[src/verilog/tpo_pkg.sv]
package tpo_pkg;

    // ****************************************
    // register offsets (byte addresses)
    // ****************************************
    localparam logic [7:0] OFF_CTRL = 8'h00;
    localparam logic [7:0] OFF_SLAVE = 8'h04;
    localparam logic [7:0] OFF_CHMODE = 8'h08;
    localparam logic [7:0] OFF_EVGEN = 8'h0c;
    localparam logic [7:0] OFF_STATUS = 8'h10;
    localparam logic [7:0] OFF_CNT = 8'h14;
    localparam logic [7:0] OFF_CMP = 8'h18;
    localparam logic [7:0] OFF_ARR = 8'h1c;

    // ****************************************
    // field positions
    // ****************************************
    localparam int BIT_RUN = 0;
    localparam int BIT_DIR = 1;
    localparam int BIT_SPE = 2;
    localparam int ALIGN_LO = 3;
    localparam int BIT_RLDPRE = 5;
    localparam int SMODE_LO = 0;
    localparam int BIT_ETPOL = 4;
    localparam int OMODE_LO = 0;
    localparam int BIT_CPRE = 3;
    localparam int BIT_FAST = 4;
    localparam int BIT_CLREN = 5;
    localparam int BIT_POL = 6;
    localparam int BIT_SWUPD = 0;
    localparam int BIT_CCF = 0;
    localparam int BIT_UPDF = 1;
    localparam int BIT_TRGF = 2;
    localparam int CNT_W = 16;

    // ****************************************
    // encodings and reset values
    // ****************************************
    localparam logic [2:0] OM_FROZEN = 3'h0;
    localparam logic [2:0] OM_ACTIVE = 3'h1;
    localparam logic [2:0] OM_INACTIVE = 3'h2;
    localparam logic [2:0] OM_TOGGLE = 3'h3;
    localparam logic [2:0] OM_FORCE_LO = 3'h4;
    localparam logic [2:0] OM_FORCE_HI = 3'h5;
    localparam logic [2:0] OM_PWM1 = 3'h6;
    localparam logic [2:0] OM_PWM2 = 3'h7;
    localparam logic [2:0] SMODE_TRIGGER = 3'h6;
    localparam logic [1:0] ALIGN_EDGE = 2'h0;
    localparam logic [1:0] ALIGN_DOWN = 2'h1;
    localparam logic [1:0] ALIGN_UP = 2'h2;
    localparam logic [15:0] ARR_RST = 16'hffff;

    typedef logic [CNT_W-1:0] tpo_cnt_type;

    typedef struct packed {
        logic hsel;
        logic [31:0] haddr;
        logic [1:0] htrans;
        logic hwrite;
        logic [2:0] hsize;
        logic [31:0] hwdata;
        logic hready;
    } tpo_ahb_req_type;

    typedef struct packed {
        logic hreadyout;
        logic hresp;
        logic [31:0] hrdata;
    } tpo_ahb_rsp_type;

endpackage : tpo_pkg

[src/verilog/tpo_timer_pwm.sv]
`timescale 1ns/100ps

module tpo_timer_pwm import tpo_pkg::*; (
    input wire logic clk,
    input wire logic rst,
    input wire tpo_ahb_req_type ahb_req,
    output tpo_ahb_rsp_type ahb_rsp,
    input wire logic trigger_input,
    input wire logic external_trigger_input,
    output logic reference_output,
    output logic compare_pin_output
);

    typedef struct packed {
        logic a_sel;
        logic a_wr;
        logic [7:0] a_off;
        logic [31:0] rdata;
        logic [2:0] trg_sync;
        logic trg_lvl;
        logic [2:0] xtrg_sync;
        logic xtrg_lvl;
        logic counter_enable_bit;
        logic dir;
        logic single_pulse_enable;
        logic [1:0] alignment_select;
        logic reload_preload_enable;
        logic [2:0] slave_mode_select;
        logic external_trigger_polarity;
        logic [2:0] output_mode_field;
        logic compare_preload_enable;
        logic fast_output_enable;
        logic reference_clear_enable;
        logic channel_polarity;
        tpo_cnt_type counter_value;
        tpo_cnt_type compare_value;
        tpo_cnt_type cmp_act;
        tpo_cnt_type auto_reload_value;
        tpo_cnt_type arr_act;
        logic cmp_flag;
        logic upd_flag;
        logic trg_flag;
        logic ref_lvl;
        logic prev_res;
        logic [2:0] prev_mode;
        logic clr_hold;
        logic fast_hold;
        logic ref_out;
        logic pin_out;
    } tpo_state_type;

    tpo_state_type q;
    tpo_state_type n;
    logic acc, wr, center, pwm, res, match, trig_edge, trig_start;
    logic cnt_wr, ctrl_wr, sw_upd, tick, cnt_uev, update_event, fast_lvl, xtrg_f, flag_ok;
    logic [31:0] wd;
    logic [2:0] mode;

    assign ahb_rsp = '{hreadyout: 1'b1, hresp: 1'b0, hrdata: q.rdata};
    assign reference_output = q.ref_out;
    assign compare_pin_output = q.pin_out;

    always_comb begin
        n = q;
        mode = q.output_mode_field;
        acc = ahb_req.hsel & ahb_req.htrans[1] & ahb_req.hready;
        wr = q.a_sel & q.a_wr;
        wd = ahb_req.hwdata;
        center = q.alignment_select != ALIGN_EDGE;
        pwm = (mode == OM_PWM1) | (mode == OM_PWM2);
        res = q.dir ? (q.counter_value <= q.cmp_act) : (q.counter_value < q.cmp_act);
        match = q.counter_value == q.cmp_act;
        trig_edge = (q.trg_sync[1] == q.trg_sync[2]) & q.trg_sync[2] & ~q.trg_lvl;
        trig_start = trig_edge & (q.slave_mode_select == SMODE_TRIGGER);
        xtrg_f = q.xtrg_lvl ^ q.external_trigger_polarity;
        cnt_wr = wr & (q.a_off == OFF_CNT);
        ctrl_wr = wr & (q.a_off == OFF_CTRL);
        sw_upd = wr & (q.a_off == OFF_EVGEN) & wd[BIT_SWUPD];
        tick = q.counter_enable_bit & ~cnt_wr & ~sw_upd;
        cnt_uev = 1'b0;
        fast_lvl = q.dir ^ (mode == OM_PWM2);
        flag_ok = ~center | (q.alignment_select[0] & q.dir) | (q.alignment_select[1] & ~q.dir);

        // ****************************************
        // bus address phase and pin synchronisers
        // ****************************************
        n.a_sel = acc;
        n.a_wr = ahb_req.hwrite;
        n.a_off = ahb_req.haddr[7:0];
        n.trg_sync = {q.trg_sync[1:0], trigger_input};
        n.xtrg_sync = {q.xtrg_sync[1:0], external_trigger_input};
        if (q.trg_sync[1] == q.trg_sync[2]) begin
            n.trg_lvl = q.trg_sync[2];
        end
        if (q.xtrg_sync[1] == q.xtrg_sync[2]) begin
            n.xtrg_lvl = q.xtrg_sync[2];
        end

        // ****************************************
        // software writes (data phase)
        // ****************************************
        if (wr) begin
            case (q.a_off)
                OFF_CTRL: begin
                    n.counter_enable_bit = wd[BIT_RUN];
                    if (!center) begin
                        n.dir = wd[BIT_DIR];
                    end
                    n.single_pulse_enable = wd[BIT_SPE];
                    n.alignment_select = wd[ALIGN_LO+:2];
                    n.reload_preload_enable = wd[BIT_RLDPRE];
                end
                OFF_SLAVE: begin
                    n.slave_mode_select = wd[SMODE_LO+:3];
                    n.external_trigger_polarity = wd[BIT_ETPOL];
                end
                OFF_CHMODE: begin
                    n.output_mode_field = wd[OMODE_LO+:3];
                    n.compare_preload_enable = wd[BIT_CPRE];
                    n.fast_output_enable = wd[BIT_FAST];
                    n.reference_clear_enable = wd[BIT_CLREN];
                    n.channel_polarity = wd[BIT_POL];
                end
                OFF_STATUS: begin
                    n.cmp_flag = q.cmp_flag & ~wd[BIT_CCF];
                    n.upd_flag = q.upd_flag & ~wd[BIT_UPDF];
                    n.trg_flag = q.trg_flag & ~wd[BIT_TRGF];
                end
                OFF_CNT: begin
                    n.counter_value = wd[CNT_W-1:0];
                    if (center && wd[CNT_W-1:0] == '0) begin
                        n.dir = 1'b0;
                    end else if (center && wd[CNT_W-1:0] == q.arr_act) begin
                        n.dir = 1'b1;
                    end
                end
                OFF_CMP: n.compare_value = wd[CNT_W-1:0];
                OFF_ARR: n.auto_reload_value = wd[CNT_W-1:0];
                default: ;
            endcase
        end

        // ****************************************
        // counter
        // ****************************************
        if (tick) begin
            if (!center && !q.dir) begin
                if (q.counter_value >= q.arr_act) begin
                    n.counter_value = '0;
                    cnt_uev = 1'b1;
                end else begin
                    n.counter_value = q.counter_value + 16'h1;
                end
            end else if (!center) begin
                if (q.counter_value == '0) begin
                    n.counter_value = q.arr_act;
                    cnt_uev = 1'b1;
                end else begin
                    n.counter_value = q.counter_value - 16'h1;
                end
            end else if (!q.dir) begin
                if (q.counter_value == q.arr_act - 16'h1) begin
                    n.counter_value = q.arr_act;
                    n.dir = 1'b1;
                    cnt_uev = 1'b1;
                end else begin
                    n.counter_value = q.counter_value + 16'h1;
                end
            end else begin
                if (q.counter_value == 16'h1) begin
                    n.counter_value = '0;
                    n.dir = 1'b0;
                    cnt_uev = 1'b1;
                end else begin
                    n.counter_value = q.counter_value - 16'h1;
                end
            end
            if (match && flag_ok) begin
                n.cmp_flag = 1'b1;
            end
        end
        update_event = cnt_uev | sw_upd;

        // ****************************************
        // reference generation
        // ****************************************
        n.prev_res = res;
        n.prev_mode = mode;
        case (mode)
            OM_ACTIVE: if (tick && match) n.ref_lvl = 1'b1;
            OM_INACTIVE: if (tick && match) n.ref_lvl = 1'b0;
            OM_TOGGLE: if (tick && match) n.ref_lvl = ~q.ref_lvl;
            OM_FORCE_LO: n.ref_lvl = 1'b0;
            OM_FORCE_HI: n.ref_lvl = 1'b1;
            OM_PWM1, OM_PWM2: begin
                if (q.fast_hold) begin
                    if (res == q.dir) begin
                        n.fast_hold = 1'b0;
                    end
                end else if (res != q.prev_res || q.prev_mode == OM_FROZEN) begin
                    n.ref_lvl = res ^ (mode == OM_PWM2);
                end
                if (trig_start && q.fast_output_enable) begin
                    n.ref_lvl = fast_lvl;
                    n.fast_hold = 1'b1;
                end
            end
            default: ;
        endcase
        if (!pwm) begin
            n.fast_hold = 1'b0;
        end

        // ****************************************
        // update event, single pulse, trigger
        // ****************************************
        if (update_event) begin
            n.upd_flag = 1'b1;
            n.clr_hold = 1'b0;
            n.fast_hold = 1'b0;
        end
        if (update_event || !n.compare_preload_enable) begin
            n.cmp_act = n.compare_value;
        end
        if (update_event || !n.reload_preload_enable) begin
            n.arr_act = n.auto_reload_value;
        end
        if (sw_upd) begin
            n.counter_value = (!center && q.dir) ? n.arr_act : '0;
        end
        if (cnt_uev && q.single_pulse_enable) begin
            n.counter_enable_bit = 1'b0;
        end
        if (trig_start) begin
            n.counter_enable_bit = 1'b1;
            n.trg_flag = 1'b1;
        end
        if (q.reference_clear_enable && xtrg_f) begin
            n.clr_hold = 1'b1;
        end
        n.ref_out = n.ref_lvl & ~(n.clr_hold & (n.output_mode_field[2:1] != 2'h2));
        n.pin_out = n.ref_out ^ n.channel_polarity;

        // ****************************************
        // read data, shows writes of this cycle
        // ****************************************
        n.rdata = '0;
        if (acc && !ahb_req.hwrite) begin
            case (ahb_req.haddr[7:0])
                OFF_CTRL: begin
                    n.rdata[BIT_RUN] = n.counter_enable_bit;
                    n.rdata[BIT_DIR] = n.dir;
                    n.rdata[BIT_SPE] = n.single_pulse_enable;
                    n.rdata[ALIGN_LO+:2] = n.alignment_select;
                    n.rdata[BIT_RLDPRE] = n.reload_preload_enable;
                end
                OFF_SLAVE: begin
                    n.rdata[SMODE_LO+:3] = n.slave_mode_select;
                    n.rdata[BIT_ETPOL] = n.external_trigger_polarity;
                end
                OFF_CHMODE: begin
                    n.rdata[OMODE_LO+:3] = n.output_mode_field;
                    n.rdata[BIT_CPRE] = n.compare_preload_enable;
                    n.rdata[BIT_FAST] = n.fast_output_enable;
                    n.rdata[BIT_CLREN] = n.reference_clear_enable;
                    n.rdata[BIT_POL] = n.channel_polarity;
                end
                OFF_STATUS: begin
                    n.rdata[BIT_CCF] = n.cmp_flag;
                    n.rdata[BIT_UPDF] = n.upd_flag;
                    n.rdata[BIT_TRGF] = n.trg_flag;
                end
                OFF_CNT: n.rdata[CNT_W-1:0] = n.counter_value;
                OFF_CMP: n.rdata[CNT_W-1:0] = n.compare_value;
                OFF_ARR: n.rdata[CNT_W-1:0] = n.auto_reload_value;
                default: ;
            endcase
        end
    end

    always_ff @(posedge clk) begin
        if (rst) begin
            q <= '0;
            q.auto_reload_value <= ARR_RST;
            q.arr_act <= ARR_RST;
        end else begin
            q <= n;
        end
    end
endmodule : tpo_timer_pwm
[config.mk]
export PLATFORM = sky130hd
export DESIGN_NAME = tpo_timer_pwm
export DESIGN_NICKNAME = d
export VERILOG_FILES = /design/src/verilog/tpo_pkg.sv /design/src/verilog/tpo_timer_pwm.sv
export SDC_FILE = /design/constraint.sdc
export NUM_CORES = 1
export LEC_CHECK = 0
export BUFFER_PORTS_ARGS = -buffer_cell sky130_fd_sc_hd__buf_2
export CAP_MARGIN = 20
export CORE_MARGIN = 3
export CORE_UTILIZATION = 36
export CTS_CLUSTER_DIAMETER = 120
export DETAILED_ROUTE_END_ITERATION = 12
export HOLD_SLACK_MARGIN = 0.12
export PLACE_DENSITY = 0.62
export SLEW_MARGIN = 20
export SYNTH_ARGS = -nofsm -noshare
export SYNTH_HDL_FRONTEND = slang
export SYNTH_SLANG_ARGS = --single-unit
[constraint.sdc]
create_clock -name clk -period 9.6 [get_ports clk]
set_clock_uncertainty 0.15 [all_clocks]
set_input_delay 0.48 -clock clk [delete_from_list [all_inputs] [get_ports clk]]
set_output_delay 0.48 -clock clk [all_outputs]
set_load 0.005 [all_outputs]
# --- Word-level counts from Yosys, hierarchy flattened ---
# Cells that the tools add are included.
totals:
  regBits: 159
op_classes:
  n_lt_le_gt_ge: 3
  n_eq_ne: 30
  addsub: 3
  mux: 67
  bitwise: 38
  n_reduce_logical: 27
ops:
  columns: ["cell", "n"]
  rows:
  - ["16-bit 2-to-1 mux", 15]
  - ["8-bit by 5-bit equality test with 1-bit output (second input constant)", 8]
  - ["49-bit 2-to-1 mux", 1]
  - ["16-bit equality test", 3]
  - ["1-bit 2-to-1 mux", 37]
  - ["16-bit zero test", 2]
  - ["16-bit by 1-bit subtractor with 16-bit output (second input constant)", 2]
  - ["9-bit case mux with 3 select lines", 1]
  - ["8-bit by 4-bit equality test with 1-bit output (second input constant)", 3]
  - ["3-bit case mux with 7 select lines", 1]
  - ["1-bit bitwise AND", 18]
  - ["16-bit by 1-bit adder with 16-bit output (second input constant)", 1]
  - ["16-bit by 1-bit equality test with 1-bit output (second input constant)", 1]
  - ["8-bit by 3-bit equality test with 1-bit output (second input constant)", 2]
  - ["16-bit >= comparator", 1]
  - ["16-bit less-or-equal comparator", 1]
  - ["8-bit zero test", 2]
  - ["16-bit less-than comparator", 1]
  - ["3-bit equality test (second input constant)", 5]
  - ["1-bit NOT", 12]
  - ["1-bit case mux with 6 select lines", 2]
  - ["1-bit logical AND", 10]
  - ["1-bit case mux with 5 select lines", 2]
  - ["4-bit 2-to-1 mux", 2]
  - ["other kinds (18)", 35]

# --- Logic depth before layout (Yosys ltp) ---
# Gate-level depths: netlist of run 1.
logic_depth:
  word_depth: 14
  mapped_depth: 15
  depth_no_buf: 15

# --- Worst setup path after synthesis of run 1 ---
# No wires, ideal clock.
synth_path:
  path_type: "register to register"
  startpoint: "register q[12] in the netlist's numbering"
  endpoint: "register q, in the netlist ahb_rsp[8]"
  required_time_ns: 9.324
  t_arrival_ns: 3.269
  setup_ns: 0.126
  setup_slack_ns: 6.055
  stages_incl_launch_ff: 11
  synth_period_minus_slack_ns: 3.545
  path_buffers: 1
  path_cell_list: "dfxtp_1 -> buf_2 -> or4_1 -> or2_1 -> o41a_1 -> or3_1 -> nor4_2 -> mux2_2 -> o41ai_1 -> o21a_1 -> nor2_1"
synth_via:
  elab_chain_cells: 13
  elab_cells_between_ends: 21
  classes_between: "1 x add/sub; 1 x order compare; 1 x eq/ne; 16 x mux; 1 x bitwise; 1 x reduce/logical"
synth_lines:
  columns: ["element", "line", "source"]
  rows:
  - ["start: declaration", "tpo_timer_pwm.sv:52", "tpo_state_type q;"]
  - ["start signal: assignment", "tpo_timer_pwm.sv:287", "q <= n;"]
  - ["16-bit by 1-bit subtractor with 16-bit output", "tpo_timer_pwm.sv:162", "if (q.counter_value == q.arr_act - 16'h1) begin"]
  - ["16-bit equality test", "tpo_timer_pwm.sv:162", null]
  - ["1-bit 2-to-1 mux", "tpo_timer_pwm.sv:162", null]
  - ["1-bit 2-to-1 mux", "tpo_timer_pwm.sv:161", "end else if (!q.dir) begin"]
  - ["1-bit 2-to-1 mux", "tpo_timer_pwm.sv:154", "end else if (!center) begin"]
  - ["1-bit 2-to-1 mux", "tpo_timer_pwm.sv:147", "if (!center && !q.dir) begin"]
  - ["1-bit 2-to-1 mux", "tpo_timer_pwm.sv:146", "if (tick) begin"]
  - ["1-bit bitwise OR", "tpo_timer_pwm.sv:182", "update_event = cnt_uev | sw_upd;"]
  - ["1-bit logical OR", "tpo_timer_pwm.sv:225", "if (update_event || !n.reload_preload_enable) begin"]
  - ["16-bit 2-to-1 mux", "tpo_timer_pwm.sv:225", null]
  - ["16-bit 2-to-1 mux", "tpo_timer_pwm.sv:229", "n.counter_value = (!center && q.dir) ? n.arr_act : '0;"]
  - ["16-bit 2-to-1 mux (*)", "tpo_timer_pwm.sv:228", "if (sw_upd) begin"]
  - ["9-bit case mux with 3 select lines (*)", "tpo_timer_pwm.sv:249", "case (ahb_req.haddr[7:0])"]
# Mark *: on every way between the ends. The rest lies on a longest branch, timed or not.
# A chain may end at the register's enable or synchronous reset.

# --- Worst setup path after layout of run 1 ---
layout_path:
  startpoint: "register q[15] in the netlist's numbering"
  endpoint: "register q, in the netlist ahb_rsp[6]"
layout_via:
  elab_chain_cells: 13
  elab_cells_between_ends: 21
  classes_between: "1 x add/sub; 1 x order compare; 1 x eq/ne; 16 x mux; 1 x bitwise; 1 x reduce/logical"
layout_lines:
  columns: ["element", "line"]
  rows:
  - ["16-bit by 1-bit subtractor with 16-bit output", "tpo_timer_pwm.sv:162"]
  - ["16-bit equality test", "tpo_timer_pwm.sv:162"]
  - ["1-bit 2-to-1 mux", "tpo_timer_pwm.sv:162"]
  - ["1-bit 2-to-1 mux", "tpo_timer_pwm.sv:161"]
  - ["1-bit 2-to-1 mux", "tpo_timer_pwm.sv:154"]
  - ["1-bit 2-to-1 mux", "tpo_timer_pwm.sv:147"]
  - ["1-bit 2-to-1 mux", "tpo_timer_pwm.sv:146"]
  - ["1-bit bitwise OR", "tpo_timer_pwm.sv:182"]
  - ["1-bit logical OR", "tpo_timer_pwm.sv:225"]
  - ["16-bit 2-to-1 mux", "tpo_timer_pwm.sv:225"]
  - ["16-bit 2-to-1 mux", "tpo_timer_pwm.sv:229"]
  - ["16-bit 2-to-1 mux (*)", "tpo_timer_pwm.sv:228"]
  - ["1-bit case mux with 4 select lines (*)", "tpo_timer_pwm.sv:249"]
# Marks and branches as above.

==> run metrics, run 1 <==
status completed; Routed Antenna Nets 0; TritonCTS buffer count 17; Final Cycle Share 48.7%; deepest clock path buffer count 2; antenna cells 0; Worst-Margin Slew 1.12 ns; H-tree level count 4; R2R depth 9; total gr overflow 0; Remaining DRCs 0; hold_ws 0.134 ns; max-cap viol count 0; Avg Cell Area, Syn 8.04 um^2; Final setup viols 0; clock latency on the worst-skew pair 0.43 ns; Die X 168 um; crit path launch q[15]; CP endpoint ahb_rsp[6]; Gate Count Post-Synth 1170; Ys Warns 0; post-cts sizing count 0; Most Crowded Layer GR met2; GR Util met1 29.8%; most frequent cells in the layout nor2_1, dfxtp_1, mux2i_1, a21oi_1, nand2_1; worst reg2reg startpoint q[15]; Synth Cell Area 9410 um^2; Worst-path clk slew 0.07 ns; PwrDens 127 nW/um^2; Total GRT Usage 21.6%; Post-synth EDFFs 0; fmax 214 MHz; synth-to-layout area growth 8.88%; Top FF cell, synth dfxtp_1; reg2reg end ahb_rsp[6]; Yosys cell types 79; WP data required 9.72 ns; dpl cell area 9590 um^2; Crit Path Category reg2reg; largest net degree at the start of global routing 76; grt met3 use 3.75%; CTS tree built; synth top area cells dfxtp_1, mux2i_1, nor2_1, ha_1, a21oi_1; CP endpoint kind flip-flop; routed len/inst 21.1 um; die height 168 um; Synth async-reset ratio 0%; hpwl dp 22.2 mm; post-synth top area cell dfxtp_1; first-pass iteration count of the detailed router 7; Vias/cell 5.99; TNS Setup 0 ns; R2R Setup Slk 4.93 ns; fin area 10200 um^2; RSZ-0062 raised after global routing no; first-pass GRT wire length 48.0 mm; DIE AREA 28100 um^2; arrival time worst endpoint 4.80 ns; sequential-to-total area share from yosys stat 30.4%; critical-path maximum fanout 10; vias in the first global route 8205; initial antenna violation count 0; final slew viol count 0; root buffer cell clkbuf_16; GPL Wtd Cong 1.01; Detailed Route Iter0 Violations 1053; startpoint of the worst hold path ahb_req[44]; Buffers on Ports 49; Pleak 0.00424 uW; # fillers 2599; Peak VDD IR 0.000128 V; startpoint types flip-flop; Synth top area share 30.4%; initial core utilization 37.0%; Synth Register Bits 143; clk sink count 143; Core ar. 25400 um^2; # rows 58; Vias 8956; fin nets 1269; Ports 112; Hold Crit Class in2reg; Total Wirelength 31.5 mm; share of cells above drive strength 1 10.5%; min cycle time layout 4.67 ns; max_slew headroom 25.3%; final count of hold timing violations 0; routing usage on met2 34.0%
-- power breakdown --
group          switching [uW]  total [uW]  internal (uW)
clock network             290         657            368
logic                    32.2        47.2           14.9
registers                1.94         599            597
-- worst min-delay path by stage --
| stage | end | slack [ns] | depth (start not counted) |
|---|---|---|---|
| floorplan | n[112] | 0.26 | 1 |
| global placement | n[112] | 0.27 | 1 |
| detailed placement | n[116] | 0.28 | 1 |
| CTS | q[154] | 0.12 | 2 |
| global route | q[156] | 0.15 | 2 |
| finish | q[154] | 0.13 | 2 |
-- metal layers --
metal	wire [um]	share of wire (%)
met1	13600	43
met2	14200	45
met3	2840	9.0
met4	915	2.9
met5	0	0
-- metrics by stage --
| step | setup slack (ns) | utilization [%] | power [uW] | instances |
|---|---|---|---|---|
| global placement | 5.11 | 37.8 | 656 | 1459 |
| CTS | 5.02 | 40.2 | 1310 | 1495 |
| finish | 4.93 | 40.3 | 1300 | 1496 |
| floorplan | 6.05 | - | 642 | 1186 |
| detailed placement | 5.07 | 37.8 | 656 | 1459 |
| global route | 4.83 | 40.3 | 1340 | 1496 |
-- state kept, by name (all words and copies together), names as in the netlist --
register and flops:
n 4, compare_pin_output 1, ahb_rsp 16, q 118, reference_output 1, mode 3
-- Yosys cell counts, types with 22 or more instances --
master    number
a211oi_1      25
a21oi_1       62
buf_4         36
clkbuf_1      58
dfxtp_1      143
ha_1          39
inv_1         46
mux2i_1       70
nand2_1       53
nand2b_1      23
nand3_1       27
nor2_1       143
nor2b_1       30
nor3_1        30
nor4_1        22
o21ai_0       33
o22ai_1       32
xnor2_1       32
xor2_1        30
-- critical path: stages, from the launching register on --
cell,delay [ns]
dfxtp_1,0.46
or4_4,0.62
or2_1,0.29
or4_4,0.55
a211oi_1,0.35
nand4_1,0.69
mux2i_1,0.37
nor2_1,0.08
o311ai_0,0.78
a211oi_1,0.19
-- repair_timing --
| item | 4_1_cts | 5_1_grt |
|---|---|---|
| endpoints found under the hold margin | 5 | 0 |
| buffers inserted | 0 | 0 |
| hold buffers | 5 | 0 |
-- final cells by class --
cell class / count / area (um^2) / share of cell area [%]
clock buffer: 18 / 439 / 4.29
inverter: 47 / 176 / 1.72
multi-input combinational: 879 / 5810 / 56.8
clock inverter: 13 / 130 / 1.27
tap: 330 / 413 / 4.03
sequential: 143 / 2860 / 27.9
timing repair buffer: 66 / 408 / 3.98
-- cells by family after synthesis --
logic type                 Yosys count  synth area share, %
xor gates and xnor gates            62                 5.77
other                                2               0.0798
muxes                               75                 8.05
and+or+nand+nor                    430                 23.9
adders and majority gates           39                 5.19
buffers and inverters              164                 8.43
AOI/OAI and AO/OA                  255                 18.2
DFF                                143                 30.4
Note: power is estimated with default switching activity, not from simulation.
==> inputs of run 2 (changes only) <==
--- a/config.mk
+++ b/config.mk
@@ -5,6 +5,7 @@
 export SDC_FILE = /design/constraint.sdc
 export NUM_CORES = 1
 export LEC_CHECK = 0
+export ABC_AREA = 1
 export BUFFER_PORTS_ARGS = -buffer_cell sky130_fd_sc_hd__buf_2
 export CAP_MARGIN = 20
 export CORE_MARGIN = 3
==> constraint.sdc (replaced) <==
create_clock -name clk -period 4.4 [get_ports clk]
set_clock_uncertainty 0.15 [all_clocks]
set_input_delay 0.22 -clock clk [delete_from_list [all_inputs] [get_ports clk]]
set_output_delay 0.22 -clock clk [all_outputs]
set_load 0.005 [all_outputs]
==> run 2 against run 1 <==
Die area up 1.1%. Critical path depth grew 5. Critical path type unchanged. Maximum frequency grew 26%. Highest routed layer unchanged. Worst hold slack better by 0.0092 ns. Sequential power rose by 120%. Non-clock buffer count rose by 12. Sequential share of layout area is 0.97 points lower. Core utilization grew 1.1 points. Largest cell class unchanged. Global-route usage shrank 0.85 points. Setup slack worse by 4.2 ns. Synthesized cell count grew 21%.
==> run metrics, run 2 <==
PwrDens 271 nW/um^2 (+110%); Total GRT Usage 20.7% (-0.85 points); Final Cycle Share 84.3% (+36 points); critical path's largest stage delay 0.45 ns (-0.33 ns); CTS tree built; # rows 58 (unchanged); WP data required 4.54 ns (-5.18 ns); arrival time worst endpoint 3.84 ns (-0.96 ns); TritonCTS buffer count 17 (unchanged); Buffers on Ports 49 (unchanged); startpoint of the worst hold path ahb_req[5]; Total Power 2880 uW (+120%); Detailed Route Iter0 Violations 829 (-21%); DIE AREA 28400 um^2 (+1.1%); post-synth top area cell dfxtp_1; final slew viol count 0 (unchanged); TNS Setup 0 ns (unchanged); startpoint types flip-flop; initial core utilization 37.2% (+0.12 points); Hold Crit Class in2reg; total gr overflow 0 (unchanged); GPL Wtd Cong 0.937 (-7.1%); Synth Register Bits 143 (unchanged); fin nets 1566 (+23%); root buffer cell clkbuf_16; Worst-path clk slew 0.06 ns (about the same); synth top area cells dfxtp_1, nand2_1, inv_1, nor2_1, a21oi_1; deepest clock path buffer count 2 (unchanged); Slowest cell on crit path dfxtp_1; post-cts sizing count 0 (unchanged); Remaining DRCs 0 (unchanged); largest net degree at the start of global routing 49 (-36%); Avg Cell Area, Syn 6.71 um^2 (-17%); Ports 112 (unchanged); critical-path maximum fanout 20 (+10); clock latency on the worst-skew pair 0.42 ns (about the same); Core ar. 25600 um^2 (+0.86%); clk sink count 143 (unchanged); Synth top area share 30.1% (-0.36 points); Total Wirelength 29.9 mm (-5.1%); crit path launch q[23]; fmax 270 MHz (+26%); most frequent cells in the layout nand2_1, inv_1, nor2_1, dfxtp_1, a21oi_1; max FFs per register 118 (unchanged); RSZ-0062 raised after global routing no; hpwl dp 23.0 mm (+3.5%); max_slew headroom 36.6% (+11 points); critical path's top delay family simple AND/OR/NAND/NOR gates; share of cells above drive strength 1 12.6% (+2.1 points); Die X 169 um (+0.57%); most common cell after layout, fill and taps aside nand2_1; initial antenna violation count 0 (unchanged); routed len/inst 16.7 um (-21%); CP endpoint kind flip-flop; final count of hold timing violations 0 (unchanged); Post-CTS Setup Repair Bufs 0 (unchanged); first-pass iteration count of the detailed router 6 (-1); max-cap viol count 0 (unchanged); fin util 41.4% (+1.1 points); crit path cell chain inv_1 -> ha_1 -> a21oi_1 -> o21ai_0 -> a21oi_1 -> nand3_1 -> nand2_1 -> nand3_4 -> nand2_4 -> nand2_2 -> nor2_2 -> inv_2 -> o21ai_0 -> a21oi_1; Crit Path Category reg2reg; most numerous cell in the Yosys netlist nand2_1; Synth async-reset ratio 0% (unchanged); synth-to-layout area growth 11.5%; # fillers 2726 (+4.9%); worst reg2reg startpoint q[23]; most frequent CP cell a21oi_1; first-pass GRT wire length 46.9 mm (-2.2%); vias in the first global route 8488 (+3.4%); Worst-Margin Slew 0.945 ns (-0.171 ns); Top FF cell, synth dfxtp_1; sequential-to-total area share from yosys stat 30.1% (-0.36 points); min cycle time layout 3.71 ns (-0.968 ns); H-tree level count 4 (unchanged); Post-synth EDFFs 0 (unchanged); Top reg by flops q; CP Buf/Inv Count 2 (+2); Pleak 0.00494 uW (+16%); hold-fix buffers at CTS 16 (+11); Routed Antenna Nets 0 (unchanged); Yosys cell types 57 (-28%); antenna cells 0 (unchanged); Gate Count Post-Synth 1419 (+21%); commonest cells in the netlist nand2_1, inv_1, nor2_1; die height 169 um (+0.57%); hold_ws 0.143 ns (+0.00920 ns); Vias/cell 5.21 (-13%); Peak VDD IR 0.000204 V (+59%); Final setup viols 0 (unchanged); status completed; Synth Cell Area 9520 um^2 (+1.2%); Vias 9345 (+4.3%); Ys Warns 0 (unchanged)
[run 2: per-stage QoR]
| step | setup slack, ns | cells | instance area (um^2) |
|---|---|---|---|
| finish | 0.693 | 1793 | 10600 |
| detailed placement | 0.739 | 1745 | 9840 |
| global route | 0.387 | 1793 | 10600 |
| global placement | 0.811 | 1745 | 9840 |
| floorplan | 1.90 | 1435 | 9580 |
| CTS | 0.715 | 1792 | 10600 |
[run 2: power by group]
group	leakage (uW)	switching (uW)	internal [uW]	total, uW
registers	0.00116	3.26	1300	1310
clock network	0.000286	572	883	1460
logic	0.00350	82.6	36.1	119
total	0.00494	658	2220	2880
[run 2: worst paths after layout]
check,depth (start not counted),endpoint,slack [ns]
setup reg to reg,14,q[54],0.69
hold reg to reg,2,n[116],0.25
setup / recovery,14,q[54],0.69
hold / removal,3,q[105],0.14
[run 2: worst reg2reg max path: cells and delay by family, from the launching register on]
family          cells  cell delay, ns
compound gates      5            0.82
buf+inv             2            0.48
simple gates        6            1.33
fa+ha+maj           1            0.35
flops               1            0.45
[run 2: layout make-up]
cell class                      count  area [um^2]  share of cell area [%]
Sequential cell                   143         2860                    27.0
Clock inverter                     11          131                    1.24
Tap cell                          330          413                    3.89
Multi-Input combinational cell   1029         5540                    52.2
Clock buffer                       20          467                    4.40
Inverter                          182          683                    6.44
Timing Repair Buffer               78          510                    4.81
[run 2: metal layers]
metal	vias up	track usage (%)	wire (um)
met5	-	0	0
met1	4252	29.7	13900
met3	57	2.87	2270
met4	0	6.23	666
met2	393	32.5	13100
li1	4643	-	-
[run 2: logic make-up after synthesis]
family	after synthesis	share of synthesized area, %
simple gates	688	33.6
compound gates	239	14.5
buf+inv	263	12.3
fa+ha+maj	39	5.13
xor+xnor	35	3.30
mux	10	1.05
flops	143	30.1
other cells	2	0.0789
